### src/hw/sdd_pkg.sv
// Constants, register map and mode encoding for the sigma-delta DAC control.
// Assumes a 32-bit AXI4-Lite slave; registers sit at byte address = index * 4.
package sdd_pkg;

  localparam int           AXI_ADDR_W = 8;
  localparam int           AXI_DATA_W = 32;
  localparam int           IDX_W      = 6;

  // Register indices; byte address is four times the index
  localparam logic [IDX_W-1:0] IDX_ANALOG_CONFIG  = 6'h03;
  localparam logic [IDX_W-1:0] IDX_DAC_CODE_VALUE = 6'h0A;
  localparam logic [IDX_W-1:0] IDX_SHADOW         = 6'h0B;
  localparam logic [IDX_W-1:0] IDX_WDCFG          = 6'h0C;
  localparam logic [IDX_W-1:0] IDX_INTST          = 6'h0D;
  localparam logic [IDX_W-1:0] IDX_INTMSK         = 6'h0E;
  localparam logic [IDX_W-1:0] IDX_STATE          = 6'h0F;

  localparam int           CONFIG_W              = 8;
  localparam logic [7:0]   CONFIG_RESET          = 8'hFD;
  localparam int           MODULATOR_DISABLE_BIT = 0;

  localparam int           VALUE_W       = 24;
  localparam int           CODE_W        = 17;
  localparam int           CODE_LSB      = 7;
  localparam logic [23:0]  VALUE_RESET   = 24'h000000;

  localparam int           KICK_W     = 2;
  localparam logic [1:0]   KICK_OFF   = 2'h0;
  localparam logic [1:0]   KICK_PIN   = 2'h1;
  localparam logic [1:0]   KICK_VALUE = 2'h2;

  localparam int           INT_W           = 3;
  localparam int           INT_CLKFAIL     = 0;
  localparam int           INT_KICK        = 1;
  localparam int           INT_CONFIG_REFUSED = 2;

  localparam logic [1:0]   RESP_OKAY   = 2'h0;
  localparam logic [1:0]   RESP_SLVERR = 2'h2;

  typedef enum logic [1:0] {
    MODE_OFF      = 2'b00,
    MODE_RUN      = 2'b01,
    MODE_FALLBACK = 2'b10
  } sdd_mode_e;

endpackage

### src/hw/sdd_modulator.sv
// First-order sigma-delta modulator: one bit per clock, density code/2^W.
// Assumes the code is stable or changes only between clocks.
`timescale 1ns/1ps
module sdd_modulator #(
  parameter int CODE_W = 17
) (
  input  wire logic              aclk,
  input  wire logic              aresetn,
  input  wire logic              run,
  input  wire logic [CODE_W-1:0] code,
  output logic                   bit_out
);
  import sdd_pkg::*;

  if (CODE_W < 2 || CODE_W > 31) begin : g_bad_width
    $error("sdd_modulator: CODE_W out of range");
  end

  logic [CODE_W-1:0] acc;
  logic [CODE_W-1:0] next_acc;
  logic              next_bit_out;
  logic [CODE_W:0]   sum;

  always_comb begin
    sum          = {1'b0, acc} + {1'b0, code};
    next_acc     = sum[CODE_W-1:0];
    next_bit_out = sum[CODE_W];
    // Restart from zero so a fresh enable gives a repeatable stream
    if (!run) begin
      next_acc     = '0;
      next_bit_out = 1'b0;
    end
  end

  always_ff @(posedge aclk) begin
    if (!aresetn) begin
      acc     <= '0;
      bit_out <= 1'b0;
    end else begin
      acc     <= next_acc;
      bit_out <= next_bit_out;
    end
  end

endmodule // sdd_modulator

### src/hw/sdd_top.sv
// Sigma-delta DAC control: AXI4-Lite registers, modulator, clock-fail fallback.
// Assumes clk_fail, fallback_level and kick_pin are synchronous to aclk;
// dac_out high selects the reference level, low selects 0 V.
`timescale 1ns/1ps
module sdd_top (
  input  wire logic                            aclk,
  input  wire logic                            aresetn,
  input  wire logic [sdd_pkg::AXI_ADDR_W-1:0]  awaddr,
  input  wire logic [2:0]                      awprot,
  input  wire logic                            awvalid,
  output logic                                 awready,
  input  wire logic [sdd_pkg::AXI_DATA_W-1:0]  wdata,
  input  wire logic [3:0]                      wstrb,
  input  wire logic                            wvalid,
  output logic                                 wready,
  output logic [1:0]                           bresp,
  output logic                                 bvalid,
  input  wire logic                            bready,
  input  wire logic [sdd_pkg::AXI_ADDR_W-1:0]  araddr,
  input  wire logic [2:0]                      arprot,
  input  wire logic                            arvalid,
  output logic                                 arready,
  output logic [sdd_pkg::AXI_DATA_W-1:0]       rdata,
  output logic [1:0]                           rresp,
  output logic                                 rvalid,
  input  wire logic                            rready,
  input  wire logic                            clk_fail,
  input  wire logic                            fallback_level,
  input  wire logic                            kick_pin,
  output logic                                 dac_out,
  output logic                                 irq
);
  import sdd_pkg::*;

  localparam int AW = AXI_ADDR_W;
  localparam int DW = AXI_DATA_W;

  if (AW < IDX_W + 2) begin : g_bad_addr
    $error("sdd_top: address too narrow for register map");
  end

  // Byte-lane merge of a write into an old word
  function automatic logic [DW-1:0] merge(input logic [DW-1:0] old_w,
                                          input logic [DW-1:0] new_w,
                                          input logic [3:0]    strb);
    logic [DW-1:0] res;
    res = old_w;
    for (int i = 0; i < 4; i++) begin
      if (strb[i]) begin
        res[i*8 +: 8] = new_w[i*8 +: 8];
      end
    end
    return res;
  endfunction

  function automatic logic mapped(input logic [IDX_W-1:0] idx);
    return idx == IDX_ANALOG_CONFIG || idx == IDX_DAC_CODE_VALUE || idx == IDX_SHADOW ||
           idx == IDX_WDCFG || idx == IDX_INTST || idx == IDX_INTMSK ||
           idx == IDX_STATE;
  endfunction

  // Bus channel state
  logic [AW-1:0]    aw_addr_q;
  logic [AW-1:0]    next_aw_addr_q;
  logic             aw_have;
  logic             next_aw_have;
  logic [DW-1:0]    w_data_q;
  logic [DW-1:0]    next_w_data_q;
  logic [3:0]       w_strb_q;
  logic [3:0]       next_w_strb_q;
  logic             w_have;
  logic             next_w_have;
  logic             next_awready;
  logic             next_wready;
  logic             next_bvalid;
  logic [1:0]       next_bresp;
  logic             next_arready;
  logic             next_rvalid;
  logic [1:0]       next_rresp;
  logic [DW-1:0]    next_rdata;
  logic             wr_fire;
  logic [IDX_W-1:0] wr_idx;
  logic [IDX_W-1:0] rd_idx;

  // Block state
  logic [CONFIG_W-1:0] analog_config_register;
  logic [CONFIG_W-1:0] next_analog_config_register;
  logic [VALUE_W-1:0]  dac_code_value;
  logic [VALUE_W-1:0]  next_dac_code_value;
  logic [CONFIG_W-1:0] shadow;
  logic [CONFIG_W-1:0] next_shadow;
  logic              shadow_armed;
  logic              next_shadow_armed;
  logic [KICK_W-1:0] kick_sel;
  logic [KICK_W-1:0] next_kick_sel;
  logic [INT_W-1:0]  int_st;
  logic [INT_W-1:0]  next_int_st;
  logic [INT_W-1:0]  int_msk;
  logic [INT_W-1:0]  next_int_msk;
  sdd_mode_e         mode;
  sdd_mode_e         next_mode;
  logic              kick_prev;
  logic              fail_prev;
  logic              next_dac_out;
  logic              next_irq;
  logic              mod_bit;
  logic              mod_run;
  logic              enabled;
  logic              kick;
  logic              fail_rise;
  logic              val_write;
  logic [DW-1:0]     wr_word;
  logic [DW-1:0]     config_word;
  logic [INT_W-1:0]  int_set;
  logic [INT_W-1:0]  int_clr;

  assign wr_fire = aw_have && w_have && !bvalid;
  assign wr_idx  = aw_addr_q[IDX_W+1:2];
  assign rd_idx  = araddr[IDX_W+1:2];
  assign enabled = !analog_config_register[MODULATOR_DISABLE_BIT];
  assign mod_run = (mode == MODE_RUN);

  // AXI4-Lite channels: address and data taken in either order
  always_comb begin
    next_aw_addr_q = aw_addr_q;
    next_aw_have   = aw_have;
    next_w_data_q  = w_data_q;
    next_w_strb_q  = w_strb_q;
    next_w_have    = w_have;
    next_bvalid    = bvalid;
    next_bresp     = bresp;
    next_rvalid    = rvalid;
    next_rresp     = rresp;
    next_rdata     = rdata;
    if (awvalid && awready) begin
      next_aw_have   = 1'b1;
      next_aw_addr_q = awaddr;
    end
    if (wvalid && wready) begin
      next_w_have   = 1'b1;
      next_w_data_q = wdata;
      next_w_strb_q = wstrb;
    end
    if (bvalid && bready) begin
      next_bvalid = 1'b0;
    end
    if (wr_fire) begin
      next_aw_have = 1'b0;
      next_w_have  = 1'b0;
      next_bvalid  = 1'b1;
      next_bresp   = mapped(wr_idx) ? RESP_OKAY : RESP_SLVERR;
    end
    if (rvalid && rready) begin
      next_rvalid = 1'b0;
    end
    if (arvalid && arready) begin
      next_rvalid = 1'b1;
      next_rresp  = mapped(rd_idx) ? RESP_OKAY : RESP_SLVERR;
      case (rd_idx)
        IDX_ANALOG_CONFIG:  next_rdata = {{(DW-CONFIG_W){1'b0}}, analog_config_register};
        IDX_DAC_CODE_VALUE: next_rdata = {{(DW-VALUE_W){1'b0}}, dac_code_value};
        IDX_SHADOW:         next_rdata = {{(DW-CONFIG_W){1'b0}}, shadow};
        IDX_WDCFG:  next_rdata = {{(DW-KICK_W){1'b0}}, kick_sel};
        IDX_INTST:  next_rdata = {{(DW-INT_W){1'b0}}, int_st};
        IDX_INTMSK: next_rdata = {{(DW-INT_W){1'b0}}, int_msk};
        IDX_STATE:  next_rdata = {{(DW-3){1'b0}}, dac_out, mode};
        default:    next_rdata = '0;
      endcase
    end
    // One write and one read in flight; ready drops while busy
    next_awready = !next_aw_have && !next_bvalid;
    next_wready  = !next_w_have && !next_bvalid;
    next_arready = !next_rvalid;
  end

  always_ff @(posedge aclk) begin
    if (!aresetn) begin
      aw_addr_q <= '0;
      aw_have   <= 1'b0;
      w_data_q  <= '0;
      w_strb_q  <= '0;
      w_have    <= 1'b0;
      awready   <= 1'b0;
      wready    <= 1'b0;
      bvalid    <= 1'b0;
      bresp     <= RESP_OKAY;
      arready   <= 1'b0;
      rvalid    <= 1'b0;
      rresp     <= RESP_OKAY;
      rdata     <= '0;
    end else begin
      aw_addr_q <= next_aw_addr_q;
      aw_have   <= next_aw_have;
      w_data_q  <= next_w_data_q;
      w_strb_q  <= next_w_strb_q;
      w_have    <= next_w_have;
      awready   <= next_awready;
      wready    <= next_wready;
      bvalid    <= next_bvalid;
      bresp     <= next_bresp;
      arready   <= next_arready;
      rvalid    <= next_rvalid;
      rresp     <= next_rresp;
      rdata     <= next_rdata;
    end
  end

  // Register writes, fallback control and output selection
  always_comb begin
    next_analog_config_register = analog_config_register;
    next_dac_code_value         = dac_code_value;
    next_shadow       = shadow;
    next_shadow_armed = shadow_armed;
    next_kick_sel     = kick_sel;
    next_int_msk      = int_msk;
    int_set           = '0;
    int_clr           = '0;
    val_write         = 1'b0;
    wr_word           = '0;
    config_word       = '0;
    if (wr_fire) begin
      case (wr_idx)
        IDX_DAC_CODE_VALUE: begin
          wr_word   = merge({{(DW-VALUE_W){1'b0}}, dac_code_value}, w_data_q, w_strb_q);
          // Unused low bits stay zero
          next_dac_code_value = {wr_word[VALUE_W-1:CODE_LSB], {CODE_LSB{1'b0}}};
          val_write = 1'b1;
        end
        IDX_SHADOW: begin
          wr_word           = merge({{(DW-CONFIG_W){1'b0}}, shadow}, w_data_q, w_strb_q);
          next_shadow       = wr_word[CONFIG_W-1:0];
          next_shadow_armed = 1'b1;
        end
        IDX_ANALOG_CONFIG: begin
          config_word       = merge({{(DW-CONFIG_W){1'b0}}, analog_config_register},
                                    w_data_q, w_strb_q);
          next_shadow_armed = 1'b0;
          // Guards against a stray write disabling the loop output
          if (shadow_armed && config_word[CONFIG_W-1:0] == ~shadow) begin
            next_analog_config_register = config_word[CONFIG_W-1:0];
          end else begin
            int_set[INT_CONFIG_REFUSED] = 1'b1;
          end
        end
        IDX_WDCFG: begin
          wr_word       = merge({{(DW-KICK_W){1'b0}}, kick_sel}, w_data_q, w_strb_q);
          next_kick_sel = wr_word[KICK_W-1:0];
        end
        IDX_INTST: begin
          wr_word = merge('0, w_data_q, w_strb_q);
          int_clr = wr_word[INT_W-1:0];
        end
        IDX_INTMSK: begin
          wr_word      = merge({{(DW-INT_W){1'b0}}, int_msk}, w_data_q, w_strb_q);
          next_int_msk = wr_word[INT_W-1:0];
        end
        default: begin
          wr_word = '0;
        end
      endcase
    end

    kick      = (kick_pin && !kick_prev) ||
                (kick_sel == KICK_VALUE && val_write);
    fail_rise = clk_fail && !fail_prev;

    case (mode)
      MODE_OFF:      next_mode = enabled ? MODE_RUN : MODE_OFF;
      MODE_RUN:      next_mode = enabled ? MODE_RUN : MODE_OFF;
      MODE_FALLBACK: begin
        if (kick) begin
          next_mode = enabled ? MODE_RUN : MODE_OFF;
        end else begin
          next_mode = MODE_FALLBACK;
        end
      end
      default:       next_mode = MODE_OFF;
    endcase
    // A failure in the same cycle as a kick keeps the output forced
    if (fail_rise) begin
      next_mode = MODE_FALLBACK;
    end

    int_set[INT_CLKFAIL] = fail_rise;
    // A kick beaten by a new failure releases nothing, so it raises no flag
    int_set[INT_KICK]    = kick && mode == MODE_FALLBACK && !fail_rise;
    next_int_st          = (int_st & ~int_clr) | int_set;
    next_irq             = |(next_int_st & next_int_msk);

    case (mode)
      MODE_FALLBACK: next_dac_out = fallback_level;
      MODE_RUN:      next_dac_out = mod_bit;
      default:       next_dac_out = 1'b0;
    endcase
  end

  always_ff @(posedge aclk) begin
    if (!aresetn) begin
      analog_config_register <= CONFIG_RESET;
      dac_code_value         <= VALUE_RESET;
      shadow       <= '0;
      shadow_armed <= 1'b0;
      kick_sel     <= KICK_OFF;
      int_st       <= '0;
      int_msk      <= '0;
      mode         <= MODE_OFF;
      kick_prev    <= 1'b0;
      fail_prev    <= 1'b0;
      dac_out      <= 1'b0;
      irq          <= 1'b0;
    end else begin
      analog_config_register <= next_analog_config_register;
      dac_code_value         <= next_dac_code_value;
      shadow       <= next_shadow;
      shadow_armed <= next_shadow_armed;
      kick_sel     <= next_kick_sel;
      int_st       <= next_int_st;
      int_msk      <= next_int_msk;
      mode         <= next_mode;
      kick_prev    <= kick_pin;
      fail_prev    <= clk_fail;
      dac_out      <= next_dac_out;
      irq          <= next_irq;
    end
  end

  sdd_modulator #(
    .CODE_W (CODE_W)
  ) u_mod (
    .aclk    (aclk),
    .aresetn (aresetn),
    .run     (mod_run),
    .code    (dac_code_value[VALUE_W-1:CODE_LSB]),
    .bit_out (mod_bit)
  );

endmodule // sdd_top

### config.mk
export PLATFORM = sky130hd
export DESIGN_NAME = sdd_top
export DESIGN_NICKNAME = d
export VERILOG_FILES = /design/src/hw/sdd_pkg.sv /design/src/hw/sdd_modulator.sv /design/src/hw/sdd_top.sv
export SDC_FILE = /design/constraint.sdc
export NUM_CORES = 1
export LEC_CHECK = 0
export BUFFER_PORTS_ARGS = -buffer_cell sky130_fd_sc_hd__clkbuf_2
export CORE_ASPECT_RATIO = 0.8
export CORE_MARGIN = 2
export CORE_UTILIZATION = 30
export DETAILED_ROUTE_END_ITERATION = 10
export GPL_ROUTABILITY_DRIVEN = 0
export SLEW_MARGIN = 20
export SYNTH_ARGS = -nofsm -noshare
export SYNTH_HDL_FRONTEND = slang
export SYNTH_HIERARCHICAL = 1
export SYNTH_SLANG_ARGS = --single-unit
### constraint.sdc
create_clock -name aclk -period 2.05 [get_ports aclk]
set_input_delay 0.205 -clock aclk [delete_from_list [all_inputs] [get_ports aclk]]
set_output_delay 0.205 -clock aclk [all_outputs]
set_load 0.02 [all_outputs]
# Word level (Yosys, flattened, before mapping)
# Cells that the tools add are included.
# word_totals
regBits	144
latchBits	0
ramBits	0
rom_bits	0
input_bits	68
n_memories	0
# op_classes
add_sub_neg	1
multipliers	0
div	0
magnitude_cmp	0
n_eq_ne	18
n_shift	0
mux	31
n_bitwise	6
reduce_logical	49
# op_table
operator	n
$pmux W24 S7	1
$eq A6 B4 Y1 const B	12
$mux W8	3
$add A17 B17 Y18	1
$mux W3	6
$reduce_and A3 Y1	6
$logic_and A1 B1 Y1	15
$mux W1	14
$logic_or A1 B1 Y1	13
$eq A6 B2 Y1 const B	2
$eq A8 B8 Y1	1
$logic_not A1 Y1	8
$mux W2	4
$not A8 Y8	1
$and A3 B3 Y3	2
$eq A2 B2 Y1 const B	2
$pmux W1 S2	2
$pmux W2 S2	1
$reduce_and A2 Y1	2
$reduce_or A2 Y1	2
$not A3 Y3	1
$or A3 B3 Y3	1
$reduce_or A3 Y1	1
$eq A2 B1 Y1 const B	1
other kinds (3)	3

# Depth between registers and ports, before layout
# Gate-level depths: netlist (run 1).
# depth
depth_word	11
mapped_depth	9

# By module
# Netlist (run 1), hierarchy kept.
# modules_own_cells
module	n_inst	cells_each	area_per_inst_um2	seq_area_each_um2
sdd_top	1	544	4854.7	2282.2
sdd_modulator	1	156	1337.5	360.3

# Worst setup path before layout (run 1)
# OpenSTA, ideal clock, no wires.
# synth_path
path_type	reg-to-reg
start	reg w_strb_q[0]
end	reg analog_config_register[0]
setup_ns	0.129
arrival_time_ns	1.893
slack_ns	0.027
stages_incl_launch_ff	9
path_cell_list	dfxtp_1 -> buf_4 -> buf_6 -> mux2i_1 -> xnor2_1 -> nand2_1 -> nor4_4 -> mux2i_1 -> nand2_1
# synth_between
elab_chain_cells	6
# synth_rtl
item	line	text
start, declared	sdd_top.sv:69	logic [3:0] w_strb_q;
start signal, assigned	sdd_top.sv:195	w_strb_q <= next_w_strb_q;
$mux W8 (*)	sdd_top.sv:49	if (strb[i]) begin
$mux W8 (*)	sdd_top.sv:222	case (wr_idx)
$mux W8 (*)	sdd_top.sv:221	if (wr_fire) begin
$eq A8 B8 Y1	sdd_top.sv:239	if (shadow_armed && config_word[CONFIG_W-1:0] == ~shadow) begin
$logic_and A1 B1 Y1	sdd_top.sv:239	
$reduce_and A3 Y1 (no source line)	n/a	
end signal, assigned	sdd_top.sv:312	analog_config_register <= next_analog_config_register;
end, declared	sdd_top.sv:86	logic [CONFIG_W-1:0] analog_config_register;
# Mark *: on every way between the ends. The rest lies on a longest branch, timed or not. The select of a mux whose other input is x is not followed.
# A chain may end at the register's enable or synchronous reset.

# Worst setup path after layout (run 1)
# layout_path
start	reg aw_addr_q[6]
end	reg irq
# layout_between
elab_chain_cells	10
word_cells_on_any_way	21
classes_between	eq/ne (4); mux (8); bitwise (4); reduce/logical (5)
# layout_rtl
item	line	text
start, declared	sdd_top.sv:63	logic [AW-1:0] aw_addr_q;
start signal, assigned	sdd_top.sv:192	aw_addr_q <= next_aw_addr_q;
$eq A6 B4 Y1	sdd_top.sv:222	
$mux W1	sdd_top.sv:222	
$mux W1	sdd_top.sv:221	
$logic_and A1 B1 Y1	sdd_top.sv:264	(kick_sel == KICK_VALUE && val_write);
$logic_or A1 B1 Y1	sdd_top.sv:263	kick = (kick_pin && !kick_prev) ||
$logic_and A1 B1 Y1 (2 in series)	sdd_top.sv:286	int_set[INT_KICK] = kick && mode == MODE_FALLBACK && !fail_rise;
$or A3 B3 Y3	sdd_top.sv:287	next_int_st = (int_st & ~int_clr) | int_set;
$and A3 B3 Y3 (*)	sdd_top.sv:288	next_irq = |(next_int_st & next_int_msk);
$reduce_or A3 Y1 (*)	sdd_top.sv:288	
end signal, assigned	sdd_top.sv:323	irq <= next_irq;
end, declared	sdd_top.sv:31	output logic irq
# Mark *: on every way between the ends. The rest lies on a longest branch, timed or not.

==> results by group, run 1 <==
Worst setup path
  • Crit-path cells: or4b_2 -> nor3_2 -> buf_4 -> nand2_1 -> nand2_1 -> o41ai_1 -> a221o_1
  • Max incr delay on CP: 0.69 ns
  • Crit Path Max Fanout: 3
  • Crit path from: aw_addr_q[6]
  • CP Capture Type: register
  • Worst path arrival time: 2.30 ns
  • Reg-to-Reg Start: aw_addr_q[6]
  • Crit-path slowest cell: or4b_2
  • R2R Path End: irq
  • Reg2reg setup slack: 0.06 ns
  • Buf+Inv Stages, Crit Path: 1
  • Worst EP required: 2.36 ns
  • Crit path depth: 7
  • R2R cell count: 7
  • CP Launch Type: register
  • Setup CP Type: register to register
  • Worst path top cell family by delay: simple AND/OR/NAND/NOR gates
  • Most frequent CP cell: nand2_1

Power and ir drop
  • Leakage power figure: 3.16 nW
  • Switching power: 1.45 mW
  • Int Power: 4.70 mW
  • Peak supply drop: 0.440 mV
  • Power per cell area: 776 nW/um^2
  • Gate power share: 0.058
  • Reg power frac: 0.432
  • Clk network pwr share: 0.510
  • Sw Share: 0.236

Flow run
  • Max-Cap Viols: 0

Clock network
  • Clk slew on worst S/H paths: 0.06 ns
  • Clock net sink count: 132
  • Max Root-Sink Buffers: 2
  • CTS tree: yes
  • Root Buffer: clkbuf_16
  • Htree depth: 4
  • Worst-Skew Late Latency: 0.43 ns
  • CTS Buf Count: 17

Synthesis
  • Post-synthesis instance total: 700
  • Async set-reset flop share out of synthesis: 0
  • Yosys top cell by area: dfxtp_1
  • Post-synth top flop: dfxtp_1
  • Post-synth top cells: nand2_1, dfxtp_1, a21boi_0, nand3_1, nor2b_1
  • Yosys warning count: 6
  • Mapped Area: 6190 sq um
  • Area contributors post-synth: dfxtp_1, nand2_1, a21boi_0
  • Synth Register Bits: 132
  • Post-Syn Area per Cell: 8.85 sq um
  • Top cell type's share of synthesized area: 0.427
  • EDFF count, synth: 0
  • Register area share after synthesis: 0.427
  • Unique cell type count in the Yosys netlist: 64
  • Most frequent cell after synthesis: nand2_1

Floorplanning
  • Die width: 165 microns
  • Initial core utilization: 0.309
  • Core footprint: 20000 sq um
  • Die ar.: 21800 sq um
  • Num ports: 111
  • Std cell rows: 46
  • Die height: 133 microns

Global route
  • Initial antenna violation count: 0
  • Vias in the first global route: 4671
  • Gr usage total: 0.148
  • First-pass GRT wire length: 25100 microns
  • Gr ovfl total: 0
  • Largest net degree at the start of global routing: 37

Drt
  • 1st-iter DRT viols: 347
  • Drt drc: 0
  • Via Count: 5137
  • DRT antenna net count: 0
  • Routed WL per cell: 14.5 microns
  • Total wire length: 16000 microns
  • Via density: 4.68
  • Drt pass-1 iters: 5

Placement
  • DP Wirelength: 11800 microns
  • Number of I/O port buffers: 81
  • Placement Setup Slack: -0.0130 ns
  • Placed cell count: 1056

Timing
  • Rel. slew slack: 0.665
  • Max-slew violation count: 0
  • Setup slack after layout: 0.0620 ns
  • Max Clock Freq: 503 MHz
  • Final Setup Violations: 0
  • TNS Setup: 0 ns
  • Setup Skew: 0.0105 ns
  • Worst Max-Slew Pin Slew: 0.499 ns
  • Final worst-path cycle share: 0.970
  • Min Tclk post-route: 1.99 ns
  • Final hold slack: 0.0108 ns
  • Final Hold Vio Count: 0
  • RSZ-0062 raised after global routing: true

Finish
  • Area grow syn2layout: 28.0%
  • Total Nets Final: 911
  • N_diodes: 0
  • Share of layout cells above drive strength 1: 0.249
  • Layout Cells excl Fill: 1098
  • Final core occ: 0.396
  • Filler cells: 2079

Outcome
  • Status: finished, final reports clean

Min path
  • Worst hold endpoint: w_data_q[6]
  • HP Start: wdata[6]
  • Worst hold path class: input port to register
  • WHS Path Cells: 3
[power by group through the flow]
stage	clock [mW]	sequential (mW)	combinational, mW
after floorplan	0	2.71	0.221
after global placement	0	2.71	0.343
after detailed placement	0	2.71	0.344
after CTS	3.18	2.65	0.351
after global routing	3.31	2.66	0.399
final	3.13	2.66	0.358
[cells in the final DEF, fill, tap and decap left out, drive strengths merged, types with 4 or more instances in the layout]
cell / synthesis / layout
nand2: 134 / 134
dfxtp: 132 / 132
clkbuf: 28 / 100
a21boi: 60 / 60
buf: 16 / 52
nand3: 34 / 34
nor2b: 30 / 30
nor2: 28 / 28
mux2i: 24 / 24
o21ai: 24 / 24
a22oi: 21 / 21
ha: 21 / 21
a21oi: 20 / 20
inv: 13 / 18
and2: 17 / 17
xnor2: 11 / 11
conb: 1 / 10
nand2b: 10 / 10
a21o: 8 / 8
nor3: 8 / 8
and3: 7 / 7
a211oi: 7 / 7
xor2: 5 / 5
nand4: 5 / 5
clkinv: 0 / 5
nand3b: 4 / 4
nor4: 4 / 4
[cell families (layout without fill, tap and decap cells)]
logic type | Yosys count | count (layout) | synth area share
simple gates | 287 | 287 | 0.230
compound gates | 158 | 158 | 0.183
flops | 132 | 132 | 0.427
buf+inv | 57 | 182 | 0.0434
mux | 27 | 27 | 0.0479
fa+ha+maj | 22 | 22 | 0.0457
xor+xnor | 16 | 16 | 0.0226
other cells | 1 | 10 | 0.000606
[stage by stage]
stage               cell area, sq um  total power, mW
floorplan                       6230             2.93
global placement                7110             3.05
detailed placement              7110             3.06
CTS                             7750             6.19
global route                    7920             6.37
finish                          7920             6.15
[state kept, by name (all words and copies together), names as in the netlist, 2 cells and up]
signal	cells
rdata	24
int_st	3
shadow	8
w_data_q	24
u_mod/acc	17
dac_code_value	17
analog_config_register	8
kick_sel	2
mode	2
int_msk	3
aw_addr_q	6
w_strb_q	3
[area by class of cell]
cell class / count / area [sq um] / share of cell area
timing repair buffer: 137 / 871 / 0.110
sequential: 132 / 2650 / 0.334
tap: 264 / 330 / 0.0417
clock inverter: 14 / 174 / 0.0219
inverter: 13 / 48.8 / 0.00616
multi-input combinational: 520 / 3420 / 0.432
clock buffer: 18 / 429 / 0.0542
[how the worst max path moves through the flow]
stage / end / slack (ns)
floorplan: analog_config_register[0] / 0.03
global placement: irq / 0.01
detailed placement: u_mod/acc[16] / -0.01
CTS: irq / 0.005
global route: irq / -0.05
finish: irq / 0.06
[per-layer routing]
| layer | track usage | wire, microns | vias to the layer above |
|---|---|---|---|
| met5 | 0 | 0 | - |
| met4 | 0.0449 | 164 | 0 |
| met2 | 0.186 | 6180 | 113 |
| met3 | 0.0448 | 900 | 15 |
| met1 | 0.234 | 8710 | 2343 |
| li1 | - | - | 2666 |
[worst register-to-register path: stages, from the launching register on]
cell	delay, ns
dfxtp_2	0.32
or4b_2	0.69
nor3_2	0.14
buf_4	0.14
nand2_1	0.05
nand2_1	0.07
o41ai_1	0.09
a221o_1	0.36
[timing repair]
item                       in CTS  in global routing
setup endpoints to repair      12                 32
hold endpoints to repair        3                  0
buffers inserted                0                  6
hold buffers                    3                  0
cloned                          0                  1
pin swaps                       0                  7
resized for setup               3                 24
Power figures use the tool's default switching activity.
==> inputs of run 2 (changes only) <==
--- a/config.mk
+++ b/config.mk
@@ -9,6 +9,7 @@
 export CORE_ASPECT_RATIO = 0.8
 export CORE_MARGIN = 2
 export CORE_UTILIZATION = 30
+export CTS_BUF_LIST = sky130_fd_sc_hd__clkbuf_16
 export DETAILED_ROUTE_END_ITERATION = 10
 export GPL_ROUTABILITY_DRIVEN = 0
 export SLEW_MARGIN = 20
==> results by group, run 2 (synthesized netlist as in run 1, its figures left out) <==
Outcome
  • Status: finished, final reports clean

Flow run
  • Max-Cap Viols: 0

Power and ir drop
  • Peak supply drop: 0.440 mV
  • Power per cell area: 775 nW/um^2
  • Pwr Total: 6.14 mW
  • Leakage power figure: 3.17 nW

Worst setup path
  • Setup CP Type: register to register
  • Crit path from: aw_addr_q[6]
  • Worst EP required: 2.36 ns
  • Most frequent CP cell: nand2_1
  • Crit-path cells: or4b_2 -> nor3_2 -> buf_4 -> nand2_1 -> nand2_1 -> o41ai_1 -> a221o_1
  • CP Launch Type: register
  • Reg-to-Reg Start: aw_addr_q[6]
  • Buf+Inv Stages, Crit Path: 1
  • Worst path arrival time: 2.30 ns
  • Max incr delay on CP: 0.69 ns
  • CP Capture Type: register
  • Crit-path slowest cell: or4b_2
  • Worst path top cell family by delay: simple AND/OR/NAND/NOR gates
  • Crit Path Max Fanout: 3

Clock network
  • CTS Buf Count: 17
  • CTS tree: yes
  • Clock net sink count: 132
  • Htree depth: 4
  • Clk slew on worst S/H paths: 0.06 ns
  • Root Buffer: clkbuf_16
  • Worst-Skew Late Latency: 0.43 ns
  • Max Root-Sink Buffers: 2

Finish
  • Total Nets Final: 911
  • Layout Cells excl Fill: 1098
  • Area grow syn2layout: 28.0%
  • Filler cells: 2079
  • Most common cell after layout, fill and taps aside: nand2_1
  • Final core occ: 0.396
  • N_diodes: 0
  • Share of layout cells above drive strength 1: 0.249
  • Most frequent cells in the layout: nand2_1, dfxtp_1, clkbuf_2, a21boi_0, buf_4
  • Biggest regs: rdata (24), w_data_q (24)

Drt
  • Total wire length: 16000 microns
  • Via density: 4.69
  • Drt pass-1 iters: 5
  • DRT antenna net count: 0
  • Via Count: 5147
  • Routed WL per cell: 14.5 microns
  • 1st-iter DRT viols: 347
  • Drt drc: 0

Floorplanning
  • Die width: 165 microns
  • Die ar.: 21800 sq um
  • Num ports: 111
  • Core footprint: 20000 sq um
  • Initial core utilization: 0.309
  • Std cell rows: 46
  • Die height: 133 microns

Timing
  • Setup Skew: 0.0105 ns
  • Max-slew violation count: 0
  • Final worst-path cycle share: 0.970
  • RSZ-0062 raised after global routing: true
  • Rel. slew slack: 0.665
  • Final Setup Violations: 0
  • Setup slack after layout: 0.0616 ns
  • Min Tclk post-route: 1.99 ns
  • Worst Max-Slew Pin Slew: 0.499 ns
  • Max Clock Freq: 503 MHz
  • Final Hold Vio Count: 0

Global route
  • Largest net degree at the start of global routing: 37
  • Initial antenna violation count: 0
  • Gr usage total: 0.148
  • Vias in the first global route: 4671
  • First-pass GRT wire length: 25100 microns
  • Gr ovfl total: 0

Min path
  • Worst hold path class: input port to register
  • HP Start: wdata[6]

Placement
  • Placement Setup Slack: -0.0130 ns
  • Number of I/O port buffers: 81
  • DP Wirelength: 11800 microns
  • Placed cell count: 1056
run 2: cell types whose count changed in the layout (fill, tap and decap cells not counted):
cell / before / now
clkbuf_1: 1 / 0
inv_1: 13 / 14
run 2: worst paths after layout:
check,end,slack (ns),depth (start not counted)
setup / recovery,irq,0.06,7
hold / removal,w_data_q[6],0.01,3
hold reg to reg,w_data_q[20],0.47,2
setup reg to reg,irq,0.06,7
run 2: routing by layer:
| metal | part of all wire | GRT usage |
|---|---|---|
| met4 | 0.010 | 0.0449 |
| met5 | 0 | 0 |
| met3 | 0.059 | 0.0448 |
| met1 | 0.54 | 0.234 |
| met2 | 0.39 | 0.186 |
run 2: timing repair:
item / in CTS / in global routing
cloned: 0 / 1
setup endpoints to repair: 12 / 32
resized for setup: 3 / 24
hold endpoints to repair: 3 / 0
pin swaps: 0 / 7
setup buffers: 0 / 6
hold buffers: 3 / 0
run 2: report_power, final:
part	leakage (nW)	switching, mW	total (mW)	internal [mW]
Combinational	1.79	0.201	0.358	0.157
Clock	0.300	1.21	3.13	1.92
Sequential	1.07	0.0410	2.66	2.62
run 2: final cells by class:
| class | instances | area (sq um) | share of cell area |
|---|---|---|---|
| multi-input combinational | 520 | 3420 | 0.432 |
| sequential | 132 | 2650 | 0.334 |
| timing repair buffer | 137 | 871 | 0.110 |
| clock buffer | 17 | 425 | 0.0537 |
| tap | 264 | 330 | 0.0417 |
| clock inverter | 15 | 178 | 0.0224 |
| inverter | 13 | 48.8 | 0.00616 |
run 2: worst register-to-register path, cell delays in order, from the launching register on:
cell and delay, ns:
dfxtp_2 0.32, or4b_2 0.69, nor3_2 0.14, buf_4 0.14
nand2_1 0.05, nand2_1 0.07, o41ai_1 0.09, a221o_1 0.36
run 2: through the flow:
| step | area, sq um | TNS [ns] | hold WS, ns |
|---|---|---|---|
| 6_report | 7920 | 0 | 0.0106 |
| 5_1_grt | 7920 | -0.203 | 0.0114 |
| 4_1_cts | 7750 | 0 | 0.00163 |
| 3_5_place_dp | 7110 | -0.0359 | 0.431 |
| 3_3_place_gp | 7110 | 0 | 0.429 |
| 2_1_floorplan | 6230 | 0 | 0.327 |
==> inputs of run 3 (changes only) <==
--- a/config.mk
+++ b/config.mk
@@ -5,6 +5,7 @@
 export SDC_FILE = /design/constraint.sdc
 export NUM_CORES = 1
 export LEC_CHECK = 0
+export ABC_AREA = 1
 export BUFFER_PORTS_ARGS = -buffer_cell sky130_fd_sc_hd__clkbuf_2
 export CORE_ASPECT_RATIO = 0.8
 export CORE_MARGIN = 2
==> results by group, run 3 <==
Outcome
  • Status: finished, final reports clean

Synthesis
  • Post-Syn Area per Cell: 6.83 sq um
  • Most frequent cell after synthesis: nand2_1
  • Post-synthesis instance total: 953
  • Post-synth top cells: nand2_1, dfxtp_1, nor2_1, inv_1, a21oi_1
  • Async set-reset flop share out of synthesis: 0
  • Yosys top cell by area: dfxtp_1
  • Synth Register Bits: 132
  • Register area share after synthesis: 0.406
  • Post-synth top flop: dfxtp_1
  • Top cell type's share of synthesized area: 0.406
  • Mapped Area: 6510 sq um
  • Unique cell type count in the Yosys netlist: 38
  • Area contributors post-synth: dfxtp_1, nand2_1, nor2_1
  • EDFF count, synth: 0
  • Yosys warning count: 6

Clock network
  • Max Root-Sink Buffers: 2
  • Root Buffer: clkbuf_16
  • Clk slew on worst S/H paths: 0.06 ns
  • # Post-CTS Setup Buffers: 0
  • Htree depth: 4
  • Post-cts resize count: 0
  • CTS Buf Count: 17
  • Clock net sink count: 132
  • Worst-Skew Late Latency: 0.42 ns
  • CTS tree: yes
  • Post-cts hold buffer count: 3

Power and ir drop
  • Pwr Total: 6.23 mW
  • Peak supply drop: 0.381 mV
  • Power per cell area: 794 nW/um^2
  • Leakage power figure: 3.69 nW

Finish
  • Most frequent cells in the layout: nand2_1, dfxtp_1, nor2_1, inv_1
  • Share of layout cells above drive strength 1: 0.153
  • Finished Cell Area: 7840 sq um
  • Area grow syn2layout: 20.4%
  • Biggest regs: rdata (24), w_data_q (24)
  • Multi-input gate area: 3230 sq um
  • Filler cells: 2301
  • N_diodes: 0
  • Total Nets Final: 1133
  • Most common cell after layout, fill and taps aside: nand2_1
  • Reg area: 2640 sq um

Drt
  • Routed WL per cell: 12.9 microns
  • 1st-iter DRT viols: 466
  • Drt drc: 0
  • Total wire length: 17200 microns
  • Drt pass-1 iters: 5
  • DRT antenna net count: 0
  • Via Count: 6088
  • Via density: 4.57

Timing
  • Worst Max-Slew Pin Slew: 0.799 ns
  • Max Clock Freq: 561 MHz
  • RSZ-0062 raised after global routing: false
  • Setup slack after layout: 0.268 ns
  • TNS Setup: 0 ns
  • Final Setup Violations: 0
  • Max-slew violation count: 0
  • Min Tclk post-route: 1.78 ns
  • Final worst-path cycle share: 0.869
  • Rel. slew slack: 0.467
  • Setup Skew: 0.00724 ns
  • Final Hold Vio Count: 0

Floorplanning
  • Die ar.: 22900 sq um
  • Die width: 169 microns
  • Num ports: 111
  • Core footprint: 21400 sq um
  • Die height: 136 microns
  • Std cell rows: 48
  • Initial core utilization: 0.304

Worst setup path
  • Crit Path Max Fanout: 4
  • CP Launch Type: register
  • Worst path arrival time: 2.10 ns
  • Worst EP required: 2.37 ns
  • Setup CP Type: register to register
  • CP Capture Type: register

Global route
  • First-pass GRT wire length: 28000 microns
  • Initial antenna violation count: 0
  • Gr ovfl total: 0
  • Vias in the first global route: 5474
  • Gr usage total: 0.156
  • Largest net degree at the start of global routing: 66

Flow run
  • Max-Cap Viols: 0

Placement
  • Area after DPL: 7210 sq um
  • DP Wirelength: 12900 microns
  • Placement Setup Slack: 0.285 ns
  • Number of I/O port buffers: 81

Min path
  • Worst hold path class: input port to register
==> run 3: cell count changes after synthesis, moves of 15 or more <==
cell      previous run  this run
a21oi_1             19        81
mux2i_1             24         0
nor2_1              27       127
a22oi_1             21         0
nand3_1             34        58
inv_1               13       120
nand2_2              0        15
nor2b_1             29         0
o21ai_0             19        75
a21boi_0            60         0
nand2_1            134       220
==> run 3: cell type report <==
cell class                      count  area share
Clock buffer                       17      0.0542
Tap cell                          275      0.0439
Clock inverter                     15      0.0230
Inverter                          126      0.0603
Multi-Input combinational cell    667       0.412
Timing Repair Buffer               99      0.0699
Sequential cell                   132       0.337
==> run 3: kinds of logic after synthesis <==
logic type,count (synthesis),share of synthesized area
AOI/OAI and AO/OA,170,0.134
adders and majority gates,22,0.0434
buffers and inverters,163,0.104
DFF,132,0.406
other,1,0.000576
and+or+nand+nor,465,0.313
==> run 3: routing by layer <==
layer	vias up	share of wire	routed length (microns)	global-route usage
met3	11	0.056	973	0.0386
met5	-	0	0	0
met2	146	0.38	6560	0.212
met4	0	0.0060	103	0.0421
li1	3232	-	-	-
met1	2699	0.56	9600	0.239
==> run 3: stage by stage <==
stage	hold WS, ns	std cells	util
after detailed placement	0.410	1296	0.336
after global routing	0.0358	1331	0.366
after floorplan	0.298	962	-
final	0.0277	1331	0.366
after global placement	0.403	1296	0.336
after CTS	0.0152	1331	0.366
==> run 3: path summary, 6_finish.rpt <==
path                                       to  slack [ns]  cells after the start              start
worst min-delay path             w_data_q[22]        0.03                      3          wdata[22]
worst max-delay path            u_mod/acc[12]        0.27                     13  dac_code_value[7]
worst max register to register  u_mod/acc[12]        0.27                     13  dac_code_value[7]
worst min register to register       rdata[1]        0.46                      2           rdata[1]
==> run 3: critical path, stage by stage (launching register included) <==
cell and delay, ns:
dfxtp_1 0.33, ha_1 0.17, inv_1 0.06, fa_1 0.38, inv_1 0.08, nand2_1 0.06
nand2_1 0.08, nand3_1 0.08, nand2_2 0.12, nand2_1 0.10, nand2_1 0.07, nand2_1 0.04
inv_1 0.05, nor2_1 0.04
==> run 3: where the power goes <==
part	internal [mW]	total [mW]	switching [mW]
combinational	0.137	0.423	0.286
clock	1.92	3.12	1.20
sequential	2.64	2.69	0.0506
